### src/common/pkc_map.svh
`ifndef PKC_MAP_SVH
`define PKC_MAP_SVH
// Register byte offsets
`define PKC_OFF_CTRL      12'h000
`define PKC_OFF_STATUS    12'h004
`define PKC_OFF_SEL       12'h008
`define PKC_OFF_GA        12'h00C
`define PKC_OFF_RL        12'h010
`define PKC_OFF_PSTOP     12'h014
`define PKC_OFF_TACH      12'h018
`define PKC_OFF_TACHEN    12'h01C
`define PKC_OFF_RPM       12'h020
// Factory defaults and limits
`define PKC_DEF_GA        16'h09C4
`define PKC_DEF_RL        16'h0A8C
`define PKC_RL_MAX        16'h0B54
`define PKC_RL_MIN        16'h07D0
`define PKC_DEF_PSTOP     16'h005A
`define PKC_DEF_TACH      16'h01F4
`define PKC_TACH_STEP     16'h0005
`define PKC_DEF_TACHEN    1'b1
// Timing, stop-current factor and unit step
`define PKC_BURST_NS      250000000
`define PKC_FLASH_NS      200000000
`define PKC_CLK_NS        8
`define PKC_FAST_FACT     4'h7
`define PKC_ONE           16'h0001
`endif

### src/common/pkc_pkg.sv
package pkc_pkg;
    typedef enum logic [1:0] {PKC_GOV, PKC_ADJ, PKC_CAL} pkc_mode_t;
    typedef enum logic [2:0] {PKC_P_GA, PKC_P_RL, PKC_P_PSTOP, PKC_P_TACH, PKC_P_TACHEN}
        pkc_param_t;
endpackage

### src/rtl/pkc_knob_ctrl.sv
`timescale 1ns/1ns
`include "pkc_map.svh"
module pkc_knob_ctrl #(
    parameter int unsigned BURST_CYC = `PKC_BURST_NS / `PKC_CLK_NS,
    parameter int unsigned FLASH_CYC = `PKC_FLASH_NS / `PKC_CLK_NS
) (
    // APB
    input wire logic pclk,
    input wire logic presetn,
    input wire logic psel,
    input wire logic penable,
    input wire logic pwrite,
    input wire logic [11:0] paddr,
    input wire logic [31:0] pwdata,
    output logic [31:0] prdata,
    output logic pready,
    output logic pslverr,
    // Knob pins
    input wire logic knob_press,
    input wire logic knob_up,
    input wire logic knob_down,
    // Speed loop status
    input wire logic [15:0] rpm_meas,
    input wire logic [15:0] servo_current,
    // Outputs
    output logic pitch_hold,
    output logic pitch_fine,
    output logic pitch_stop,
    output logic sync_led,
    output logic dots_on,
    output logic dim_on,
    output logic state_led_green,
    output logic [15:0] display_value
);
    // ----------------------------------------
    // Pin synchronisers and edges
    // ----------------------------------------
    logic press_s, up_s, down_s;
    logic press_d, up_d, down_d;
    pkc_sync u_sp (.pclk(pclk), .presetn(presetn), .din(knob_press), .dout(press_s));
    pkc_sync u_su (.pclk(pclk), .presetn(presetn), .din(knob_up), .dout(up_s));
    pkc_sync u_sd (.pclk(pclk), .presetn(presetn), .din(knob_down), .dout(down_s));
    always_ff @(posedge pclk or negedge presetn) begin
        if (!presetn) begin
            press_d <= 1'b0;
            up_d <= 1'b0;
            down_d <= 1'b0;
        end else begin
            press_d <= press_s;
            up_d <= up_s;
            down_d <= down_s;
        end
    end
    logic press_ev, up_ev, down_ev;
    assign press_ev = press_s & ~press_d;
    assign up_ev = up_s & ~up_d;
    assign down_ev = down_s & ~down_d;

    // ----------------------------------------
    // Burst grouping
    // ----------------------------------------
    logic burst_run, burst_done, flash_run;
    logic [2:0] burst_cnt, next_burst_cnt;
    logic restore_go;
    pkc_timer #(.LEN(BURST_CYC)) u_burst (.pclk(pclk), .presetn(presetn),
        .start(press_ev), .running(burst_run), .expired(burst_done));
    pkc_timer #(.LEN(FLASH_CYC)) u_flash (.pclk(pclk), .presetn(presetn),
        .start(restore_go), .running(flash_run), .expired());
    always_comb begin
        next_burst_cnt = burst_cnt;
        if (burst_done) begin
            next_burst_cnt = 3'h0;
        end
        if (press_ev && burst_cnt != 3'h7) begin
            next_burst_cnt = (burst_done ? 3'h0 : burst_cnt) + 3'h1;
        end
    end
    always_ff @(posedge pclk or negedge presetn) begin
        if (!presetn) begin
            burst_cnt <= 3'h0;
        end else begin
            burst_cnt <= next_burst_cnt;
        end
    end
    logic act1, act2, act4, act5;
    assign act1 = burst_done && burst_cnt == 3'h1;
    assign act2 = burst_done && burst_cnt == 3'h2;
    assign act4 = burst_done && burst_cnt == 3'h4;
    assign act5 = burst_done && burst_cnt == 3'h5;

    // ----------------------------------------
    // Mode, parameters, selection
    // ----------------------------------------
    pkc_pkg::pkc_mode_t mode, next_mode;
    pkc_pkg::pkc_param_t step, next_step;
    logic [15:0] ga, rl, pstop, tach, sel, rpm_reg;
    logic [15:0] next_ga, next_rl, next_pstop, next_tach, next_sel;
    logic tachen, next_tachen, dim, next_dim, synced, next_synced;
    logic [15:0] c_ga, c_rl, c_pstop, c_tach;
    logic [15:0] next_c_ga, next_c_rl, next_c_pstop, next_c_tach;
    logic c_tachen, next_c_tachen;
    logic wr_en, sel_wr;
    logic [15:0] wr_val;
    assign wr_en = psel & penable & pwrite;
    assign sel_wr = wr_en && paddr == `PKC_OFF_SEL;
    assign wr_val = pwdata[15:0];
    assign restore_go = act5 && mode != pkc_pkg::PKC_CAL;
    always_comb begin
        next_mode = mode;
        next_step = step;
        next_ga = ga;
        next_rl = rl;
        next_pstop = pstop;
        next_tach = tach;
        next_tachen = tachen;
        next_c_ga = c_ga;
        next_c_rl = c_rl;
        next_c_pstop = c_pstop;
        next_c_tach = c_tach;
        next_c_tachen = c_tachen;
        next_sel = sel;
        next_dim = dim;
        next_synced = synced;
        if (act2) begin
            next_dim = ~dim;
        end
        if (mode == pkc_pkg::PKC_CAL) begin
            if (up_ev || down_ev) begin
                case (step)
                    pkc_pkg::PKC_P_GA: begin
                        if (up_ev && c_ga < c_rl) next_c_ga = c_ga + `PKC_ONE;
                        if (down_ev && c_ga != 16'h0000) next_c_ga = c_ga - `PKC_ONE;
                    end
                    pkc_pkg::PKC_P_RL: begin
                        if (up_ev && c_rl < `PKC_RL_MAX) next_c_rl = c_rl + `PKC_ONE;
                        if (down_ev && c_rl > `PKC_RL_MIN && c_rl > c_ga) begin
                            next_c_rl = c_rl - `PKC_ONE;
                        end
                    end
                    pkc_pkg::PKC_P_PSTOP: begin
                        if (up_ev && c_pstop != 16'hFFFF) next_c_pstop = c_pstop + `PKC_ONE;
                        if (down_ev && c_pstop != 16'h0000) next_c_pstop = c_pstop - `PKC_ONE;
                    end
                    pkc_pkg::PKC_P_TACH: begin
                        if (up_ev && c_tach <= 16'hFFFF - `PKC_TACH_STEP) begin
                            next_c_tach = c_tach + `PKC_TACH_STEP;
                        end
                        if (down_ev && c_tach >= `PKC_TACH_STEP) begin
                            next_c_tach = c_tach - `PKC_TACH_STEP;
                        end
                    end
                    pkc_pkg::PKC_P_TACHEN: begin
                        next_c_tachen = up_ev;
                    end
                    default: begin
                        next_c_ga = c_ga;
                    end
                endcase
            end
            if (act1) begin
                if (step == pkc_pkg::PKC_P_TACHEN) begin
                    next_mode = pkc_pkg::PKC_GOV;
                    next_ga = c_ga;
                    next_rl = c_rl;
                    next_pstop = c_pstop;
                    next_tach = c_tach;
                    next_tachen = c_tachen;
                    next_sel = (sel > c_rl) ? c_rl : sel;
                end else begin
                    next_step = pkc_pkg::pkc_param_t'(step + 3'h1);
                end
            end
        end else begin
            if (act1) begin
                next_mode = (mode == pkc_pkg::PKC_ADJ) ? pkc_pkg::PKC_GOV
                    : pkc_pkg::PKC_ADJ;
                next_synced = 1'b0;
            end
            if (act4) begin
                next_mode = pkc_pkg::PKC_CAL;
                next_step = pkc_pkg::PKC_P_GA;
                next_c_ga = ga;
                next_c_rl = rl;
                next_c_pstop = pstop;
                next_c_tach = tach;
                next_c_tachen = tachen;
            end
            if (restore_go) begin
                next_ga = `PKC_DEF_GA;
                next_rl = `PKC_DEF_RL;
                next_pstop = `PKC_DEF_PSTOP;
                next_tach = `PKC_DEF_TACH;
                next_tachen = `PKC_DEF_TACHEN;
                next_sel = `PKC_DEF_GA;
            end
            if (up_ev && sel < rl) begin
                next_sel = sel + `PKC_ONE;
                next_synced = 1'b0;
            end else if (down_ev && sel != 16'h0000) begin
                next_sel = sel - `PKC_ONE;
                next_synced = 1'b0;
            end
            if (sel_wr) begin
                next_sel = (wr_val > rl) ? rl : wr_val;
                next_synced = 1'b0;
            end
            // A new target or a single-press mode change this cycle outranks a match on the old one
            if (mode == pkc_pkg::PKC_ADJ && rpm_reg == sel && !act1 && !restore_go
                    && !up_ev && !down_ev && !sel_wr) begin
                next_synced = 1'b1;
            end
            if (rpm_reg > rl) begin
                next_synced = 1'b0;
            end
        end
    end
    always_ff @(posedge pclk or negedge presetn) begin
        if (!presetn) begin
            mode <= pkc_pkg::PKC_GOV;
            step <= pkc_pkg::PKC_P_GA;
            ga <= `PKC_DEF_GA;
            rl <= `PKC_DEF_RL;
            pstop <= `PKC_DEF_PSTOP;
            tach <= `PKC_DEF_TACH;
            tachen <= `PKC_DEF_TACHEN;
            c_ga <= `PKC_DEF_GA;
            c_rl <= `PKC_DEF_RL;
            c_pstop <= `PKC_DEF_PSTOP;
            c_tach <= `PKC_DEF_TACH;
            c_tachen <= `PKC_DEF_TACHEN;
            sel <= `PKC_DEF_GA;
            dim <= 1'b0;
            synced <= 1'b0;
            rpm_reg <= 16'h0000;
        end else begin
            mode <= next_mode;
            step <= next_step;
            ga <= next_ga;
            rl <= next_rl;
            pstop <= next_pstop;
            tach <= next_tach;
            tachen <= next_tachen;
            c_ga <= next_c_ga;
            c_rl <= next_c_rl;
            c_pstop <= next_c_pstop;
            c_tach <= next_c_tach;
            c_tachen <= next_c_tachen;
            sel <= next_sel;
            dim <= next_dim;
            synced <= next_synced;
            rpm_reg <= rpm_meas;
        end
    end

    // ----------------------------------------
    // Outputs
    // ----------------------------------------
    logic [19:0] stop_lim;
    assign stop_lim = {4'h0, pstop} * {16'h0000, `PKC_FAST_FACT};
    always_ff @(posedge pclk or negedge presetn) begin
        if (!presetn) begin
            pitch_hold <= 1'b1;
            pitch_fine <= 1'b0;
            pitch_stop <= 1'b0;
            sync_led <= 1'b0;
            dots_on <= 1'b0;
            dim_on <= 1'b0;
            state_led_green <= 1'b1;
            display_value <= 16'h0000;
        end else begin
            // Calibration freezes the loop; sync in adjustable mode too
            pitch_hold <= mode == pkc_pkg::PKC_CAL
                || (mode == pkc_pkg::PKC_ADJ && synced);
            pitch_fine <= mode == pkc_pkg::PKC_GOV && rpm_reg < sel;
            pitch_stop <= {4'h0, servo_current} > stop_lim;
            sync_led <= synced;
            dots_on <= mode == pkc_pkg::PKC_ADJ;
            dim_on <= dim;
            // Flash while defaults are restored
            state_led_green <= mode != pkc_pkg::PKC_CAL && !flash_run;
            if (mode == pkc_pkg::PKC_CAL) begin
                case (step)
                    pkc_pkg::PKC_P_GA: display_value <= c_ga;
                    pkc_pkg::PKC_P_RL: display_value <= c_rl;
                    pkc_pkg::PKC_P_PSTOP: display_value <= c_pstop;
                    pkc_pkg::PKC_P_TACH: display_value <= c_tach;
                    default: display_value <= {15'h0000, c_tachen};
                endcase
            end else begin
                display_value <= tachen ? rpm_reg : sel;
            end
        end
    end

    // ----------------------------------------
    // APB slave
    // ----------------------------------------
    assign pready = 1'b1;
    always_comb begin
        pslverr = 1'b0;
        case (paddr)
            `PKC_OFF_CTRL: prdata = {30'h0000_0000, mode};
            `PKC_OFF_STATUS: prdata = {26'h0000_000, pitch_stop, pitch_hold, sync_led,
                dots_on, dim_on, state_led_green};
            `PKC_OFF_SEL: prdata = {16'h0000, sel};
            `PKC_OFF_GA: prdata = {16'h0000, ga};
            `PKC_OFF_RL: prdata = {16'h0000, rl};
            `PKC_OFF_PSTOP: prdata = {16'h0000, pstop};
            `PKC_OFF_TACH: prdata = {16'h0000, tach};
            `PKC_OFF_TACHEN: prdata = {31'h0000_0000, tachen};
            `PKC_OFF_RPM: prdata = {16'h0000, rpm_reg};
            default: begin
                prdata = 32'h0000_0000;
                pslverr = psel & penable;
            end
        endcase
    end

    // ----------------------------------------
    // Checks
    // ----------------------------------------
    chk_cal_holds: assert property (@(posedge pclk) disable iff (!presetn)
        mode == pkc_pkg::PKC_CAL |=> pitch_hold) else $error("pitch not held in cal");
    chk_rl_bounds: assert property (@(posedge pclk) disable iff (!presetn)
        rl <= `PKC_RL_MAX && rl >= `PKC_RL_MIN) else $error("redline out of range");
    chk_ga_le_rl: assert property (@(posedge pclk) disable iff (!presetn)
        c_ga <= c_rl) else $error("go-around above redline");
    chk_sel_le_rl: assert property (@(posedge pclk) disable iff (!presetn)
        mode != pkc_pkg::PKC_CAL |-> sel <= rl) else $error("selection above redline");
    chk_dim_toggle: assert property (@(posedge pclk) disable iff (!presetn)
        act2 |=> ##1 dim_on != $past(dim_on)) else $error("dim not toggled");
    chk_cal_entry: assert property (@(posedge pclk) disable iff (!presetn)
        act4 && mode != pkc_pkg::PKC_CAL |=> mode == pkc_pkg::PKC_CAL
        && step == pkc_pkg::PKC_P_GA) else $error("cal not entered");
    chk_adj_exit: assert property (@(posedge pclk) disable iff (!presetn)
        act1 && mode == pkc_pkg::PKC_ADJ |=> ##1 !dots_on) else $error("dots not cleared");
    chk_sync_off: assert property (@(posedge pclk) disable iff (!presetn)
        sel_wr && mode != pkc_pkg::PKC_CAL |=> ##1 !sync_led) else $error("sync stayed on");
    chk_restore_flash: assert property (@(posedge pclk) disable iff (!presetn)
        restore_go |=> ##1 !state_led_green) else $error("no flash on restore");
endmodule

### src/rtl/pkc_sync.sv
`timescale 1ns/1ns
module pkc_sync (
    // Clock and reset
    input wire logic pclk,
    input wire logic presetn,
    // Level
    input wire logic din,
    output logic dout
);
    logic stage1;
    logic stage2;
    always_ff @(posedge pclk or negedge presetn) begin
        if (!presetn) begin
            stage1 <= 1'b0;
            stage2 <= 1'b0;
        end else begin
            stage1 <= din;
            stage2 <= stage1;
        end
    end
    assign dout = stage2;
endmodule

### src/rtl/pkc_timer.sv
`timescale 1ns/1ns
module pkc_timer #(
    parameter int unsigned LEN = 32'd10
) (
    // Clock and reset
    input wire logic pclk,
    input wire logic presetn,
    // Control
    input wire logic start,
    output logic running,
    output logic expired
);
    logic [31:0] count;
    logic [31:0] next_count;
    logic next_expired;
    always_comb begin
        next_count = count;
        next_expired = 1'b0;
        if (start) begin
            next_count = LEN;
        end else if (count != 32'h0000_0000) begin
            next_count = count - 32'h0000_0001;
            next_expired = (count == 32'h0000_0001);
        end
    end
    always_ff @(posedge pclk or negedge presetn) begin
        if (!presetn) begin
            count <= 32'h0000_0000;
            expired <= 1'b0;
        end else begin
            count <= next_count;
            expired <= next_expired;
        end
    end
    assign running = (count != 32'h0000_0000);
endmodule

### config.mk
export PLATFORM = sky130hd
export DESIGN_NAME = pkc_knob_ctrl
export DESIGN_NICKNAME = d
export VERILOG_FILES = /design/src/common/pkc_pkg.sv /design/src/rtl/pkc_knob_ctrl.sv /design/src/rtl/pkc_sync.sv /design/src/rtl/pkc_timer.sv
export VERILOG_INCLUDE_DIRS = /design/src /design/src/common
export SDC_FILE = /design/constraint.sdc
export NUM_CORES = 1
export LEC_CHECK = 0
export BUFFER_PORTS_ARGS = -buffer_cell sky130_fd_sc_hd__buf_2
export CAP_MARGIN = 5
export CORE_MARGIN = 2
export CORE_UTILIZATION = 55
export DETAILED_ROUTE_END_ITERATION = 8
export PLACE_DENSITY = 0.86
export SYNTH_ARGS = -nofsm -noshare
export SYNTH_HDL_FRONTEND = slang
export SYNTH_SLANG_ARGS = --single-unit
### constraint.sdc
create_clock -name pclk -period 5.4 [get_ports pclk]
set_input_delay 1.08 -clock pclk [delete_from_list [all_inputs] [get_ports pclk]]
set_output_delay 1.08 -clock pclk [all_outputs]
set_load 0.01 [all_outputs]
==> summary.txt <==
Worst setup path
  – Worst Setup End Kind: flip-flop
  – Critical Path AT: 5.38 ns
  – Startpoint types: flip-flop
  – Critical Path Fanout Max: 16
  – Worst EP required: 5.88 ns
  – Setup CP Type: flip-flop to flip-flop

Synthesis
  – Synth top cells by count: 220 x dfrtp_1, 216 x nand2_1, 201 x nor2_1
  – Netlist cell types: 89
  – FFs w/ async S/R, synth: 100.0%
  – Number of flops mapped to enable cells by yosys: 0
  – Syn Area/Cell: 8.740 um2
  – Sequential-to-total area share from yosys stat: 34.28%
  – Flops & latches, synth: 269
  – Area contributors post-synth: dfrtp_1 28%, ha_1 12%, dfstp_2 6.5%
  – Most frequent cell after synthesis: dfrtp_1
  – Warnings, synthesis: 0
  – Synth Cell Area: 0.01981 mm2
  – Syn Inst Count: 2267
  – Yosys top cell by area: dfrtp_1
  – Synth Flop Type: dfrtp_1
  – Post-synth top area share: 27.79%

Timing
  – RSZ-0062 raised after global routing: no
  – Setup Total Neg Slack: 0 ns
  – Fmax: 0.2037 GHz
  – Final Skew: 0.02108 ns
  – Measured slew at the worst slew-check pin: 1.155 ns
  – Final Hold Vio Count: 0
  – Final Max Tran Viols: 0
  – Rel. slew slack: 23.00%
  – Fin crit period: 4.908 ns
  – # setup viols final: 0
  – Fin crit share: 90.89%

Finish
  – Layout cells sized above 1: 12.25%
  – Nets@finish: 2626
  – Layout area overhead: 10.12%
  – Antenna cells: 0
  – Top flop regs: u_burst.count (32), u_flash.count (32)

Global route
  – Largest net degree at the start of global routing: 121
  – GRT Total Usage: 35.44%
  – First-pass GRT wire length: 105.3 mm
  – Initial antenna violation count: 2
  – Grt total ovfl: 0
  – Vias in the first global route: 18505

Clock network
  – CTS buffer count: 30
  – H-tree depth: 1
  – Clk sinks: 269
  – Postcts setup bufs: 0
  – CTS max path bufs: 3
  – CTS root buffer: clkbuf_16
  – CTS tree: done
  – Reg clk slew, reported paths: 0.06 ns
  – Post-cts resize count: 0
  – Hold_buf cts: 0
  – Worst skew pair latency: 0.59 ns

Placement
  – Detail Placement HPWL: 49.70 mm
  – RePlAce Congestion: 1.048
  – I/O Buffers: 107

Routing
  – # DRC: 0
  – Antenna viol nets, final: 0
  – Pre-antenna DRT Iters: 7
  – Vias per Instance: 6.791
  – Iter 0 DRT Violations: 2375
  – WL per Instance: 24.06 um
  – Vias: 19157
  – Total Wirelength: 67.87 mm

Hold path
  – Hold Crit Class: flip-flop to flip-flop

Floorplanning
  – Initial core utilization: 55.84%
  – Core footprint: 0.03548 mm2
  – Row count: 69
  – I/O pin cnt: 141
  – Die area: 0.03756 mm2
  – Die X: 193.8 um
  – Die Span Y: 193.8 um

Flow run
  – Max-cap violations: 0

Power
  – Total Power: 0.005723 W
  – Worst VDD drop: 0.3503 mV
  – Leakage: 9.620 nW
  – Pwr/cell area: 262.3 mW/mm2

Run status
  – Status: finished clean
through the flow:
step | instances | setup WS, ns | hold WS [ns] | instance area (um2) | util, %
detailed placement | 2765 | 0.6798 | 0.3498 | 20760 | 58.51
global placement | 2765 | 0.8393 | 0.3332 | 20760 | 58.51
CTS | 2821 | 0.6400 | 0.3636 | 21820 | 61.49
global route | 2821 | 0.09527 | 0.3677 | 21820 | 61.49
floorplan | 2282 | 1.452 | 0.3312 | 19870 | -
finish | 2821 | 0.4917 | 0.3569 | 21820 | 61.49
power by group:
part	switching, W	internal (W)
clock network	0.000881	0.00131
registers	0.000226	0.00215
logic	0.000697	0.000458
metal layers:
layer  GRT usage [%]  vias up  routed length (um)
li1                -     8494                   -
met1           46.96     9169               26610
met2           53.35     1217               28850
met3           9.202      275                8094
met4           18.80        2                4300
met5               0        -                  13
worst max-delay path: stages, from the launching register on:
cell and delay [ns]:
dfrtp_1 0.43, inv_1 0.14, ha_1 0.32, nor2b_1 0.14
o211ai_1 0.12, a2111oi_0 0.64, o31a_1 0.26, nand2_1 0.11
inv_1 0.45, ha_1 0.37, a211oi_1 0.41, o211ai_1 0.19
nand3_1 0.23, o211ai_1 0.11, a31oi_1 0.26, nor2b_1 0.07
o21ai_0 0.22, nor4_1 0.07, nor4_1 0.24
cell families (layout without fill, tap and decap cells):
group / after synthesis / after routing / share of synthesized area (%)
flops: 269 / 269 / 34.28
buf+inv: 223 / 301 / 4.654
fa+ha+maj: 206 / 206 / 13.73
simple gates: 769 / 769 / 18.87
other cells: 2 / 17 / 0.03790
compound gates: 671 / 671 / 22.58
xor+xnor: 97 / 97 / 4.288
mux: 30 / 30 / 1.560
layout make-up:
| cell class | instances | area (um2) |
|---|---|---|
| inverters | 105 | 394.1 |
| multi-input cells | 1790 | 12190 |
| clock inverters | 13 | 187.7 |
| repair buffers | 140 | 805.8 |
| fillers | 2987 | 13660 |
| well taps | 461 | 576.8 |
| clock buffers | 43 | 869.6 |
| flip-flops and latches | 269 | 6793 |
final timing paths:
path                                  startpoint               endpoint  slack [ns]  cells past startpoint
setup / recovery             c_ga[1]$_DFFE_PN0P_   c_rl[15]$_DFFE_PN0P_        0.49                     18
hold / removal             u_sp.stage1$_DFF_PN0_    u_sp.dout$_DFF_PN0_        0.36                      0
setup reg to reg             c_ga[1]$_DFFE_PN0P_   c_rl[15]$_DFFE_PN0P_        0.49                     18
hold reg to reg            u_sp.stage1$_DFF_PN0_    u_sp.dout$_DFF_PN0_        0.36                      0
max in group asynchronous                presetn  c_tach[4]$_DFFE_PN1P_        3.61                      2
min in group asynchronous                presetn   rpm_reg[2]$_DFF_PN0_        0.53                      1
layout by cell type (no fill, tap or decap), types with 10 or more instances in the layout:
master     synthesis  routed
dfrtp_1          220     220
nand2_1          216     216
nor2_1           201     200
ha_1             187     187
o21ai_0          142     142
a21oi_1          141     140
buf_2             10     106
inv_1            105     105
nand3_1           74      74
nor3_1            71      71
a22oi_1           60      60
xnor2_1           60      60
a31oi_1           52      52
dfstp_2           49      49
xor2_1            37      37
nand4_1           32      32
buf_4             17      32
clkbuf_16          0      30
nor4_1            27      27
o22ai_1           27      27
nor2b_1           26      25
mux2i_1           23      23
a21o_1            23      23
o21a_1            21      21
a211oi_1          20      20
o211ai_1          20      20
a22o_1            19      19
fa_1              19      19
nand2b_1          19      18
or3_1             18      18
and3_1            17      17
conb_1             2      17
a222oi_1          15      15
o211a_1           15      15
o31ai_1           14      14
o22a_1            14      14
or4_1             13      13
or2_2             11      11
a221oi_1          10      10
o21bai_1          10      10
No activity file was read; power rests on OpenSTA's default activity.
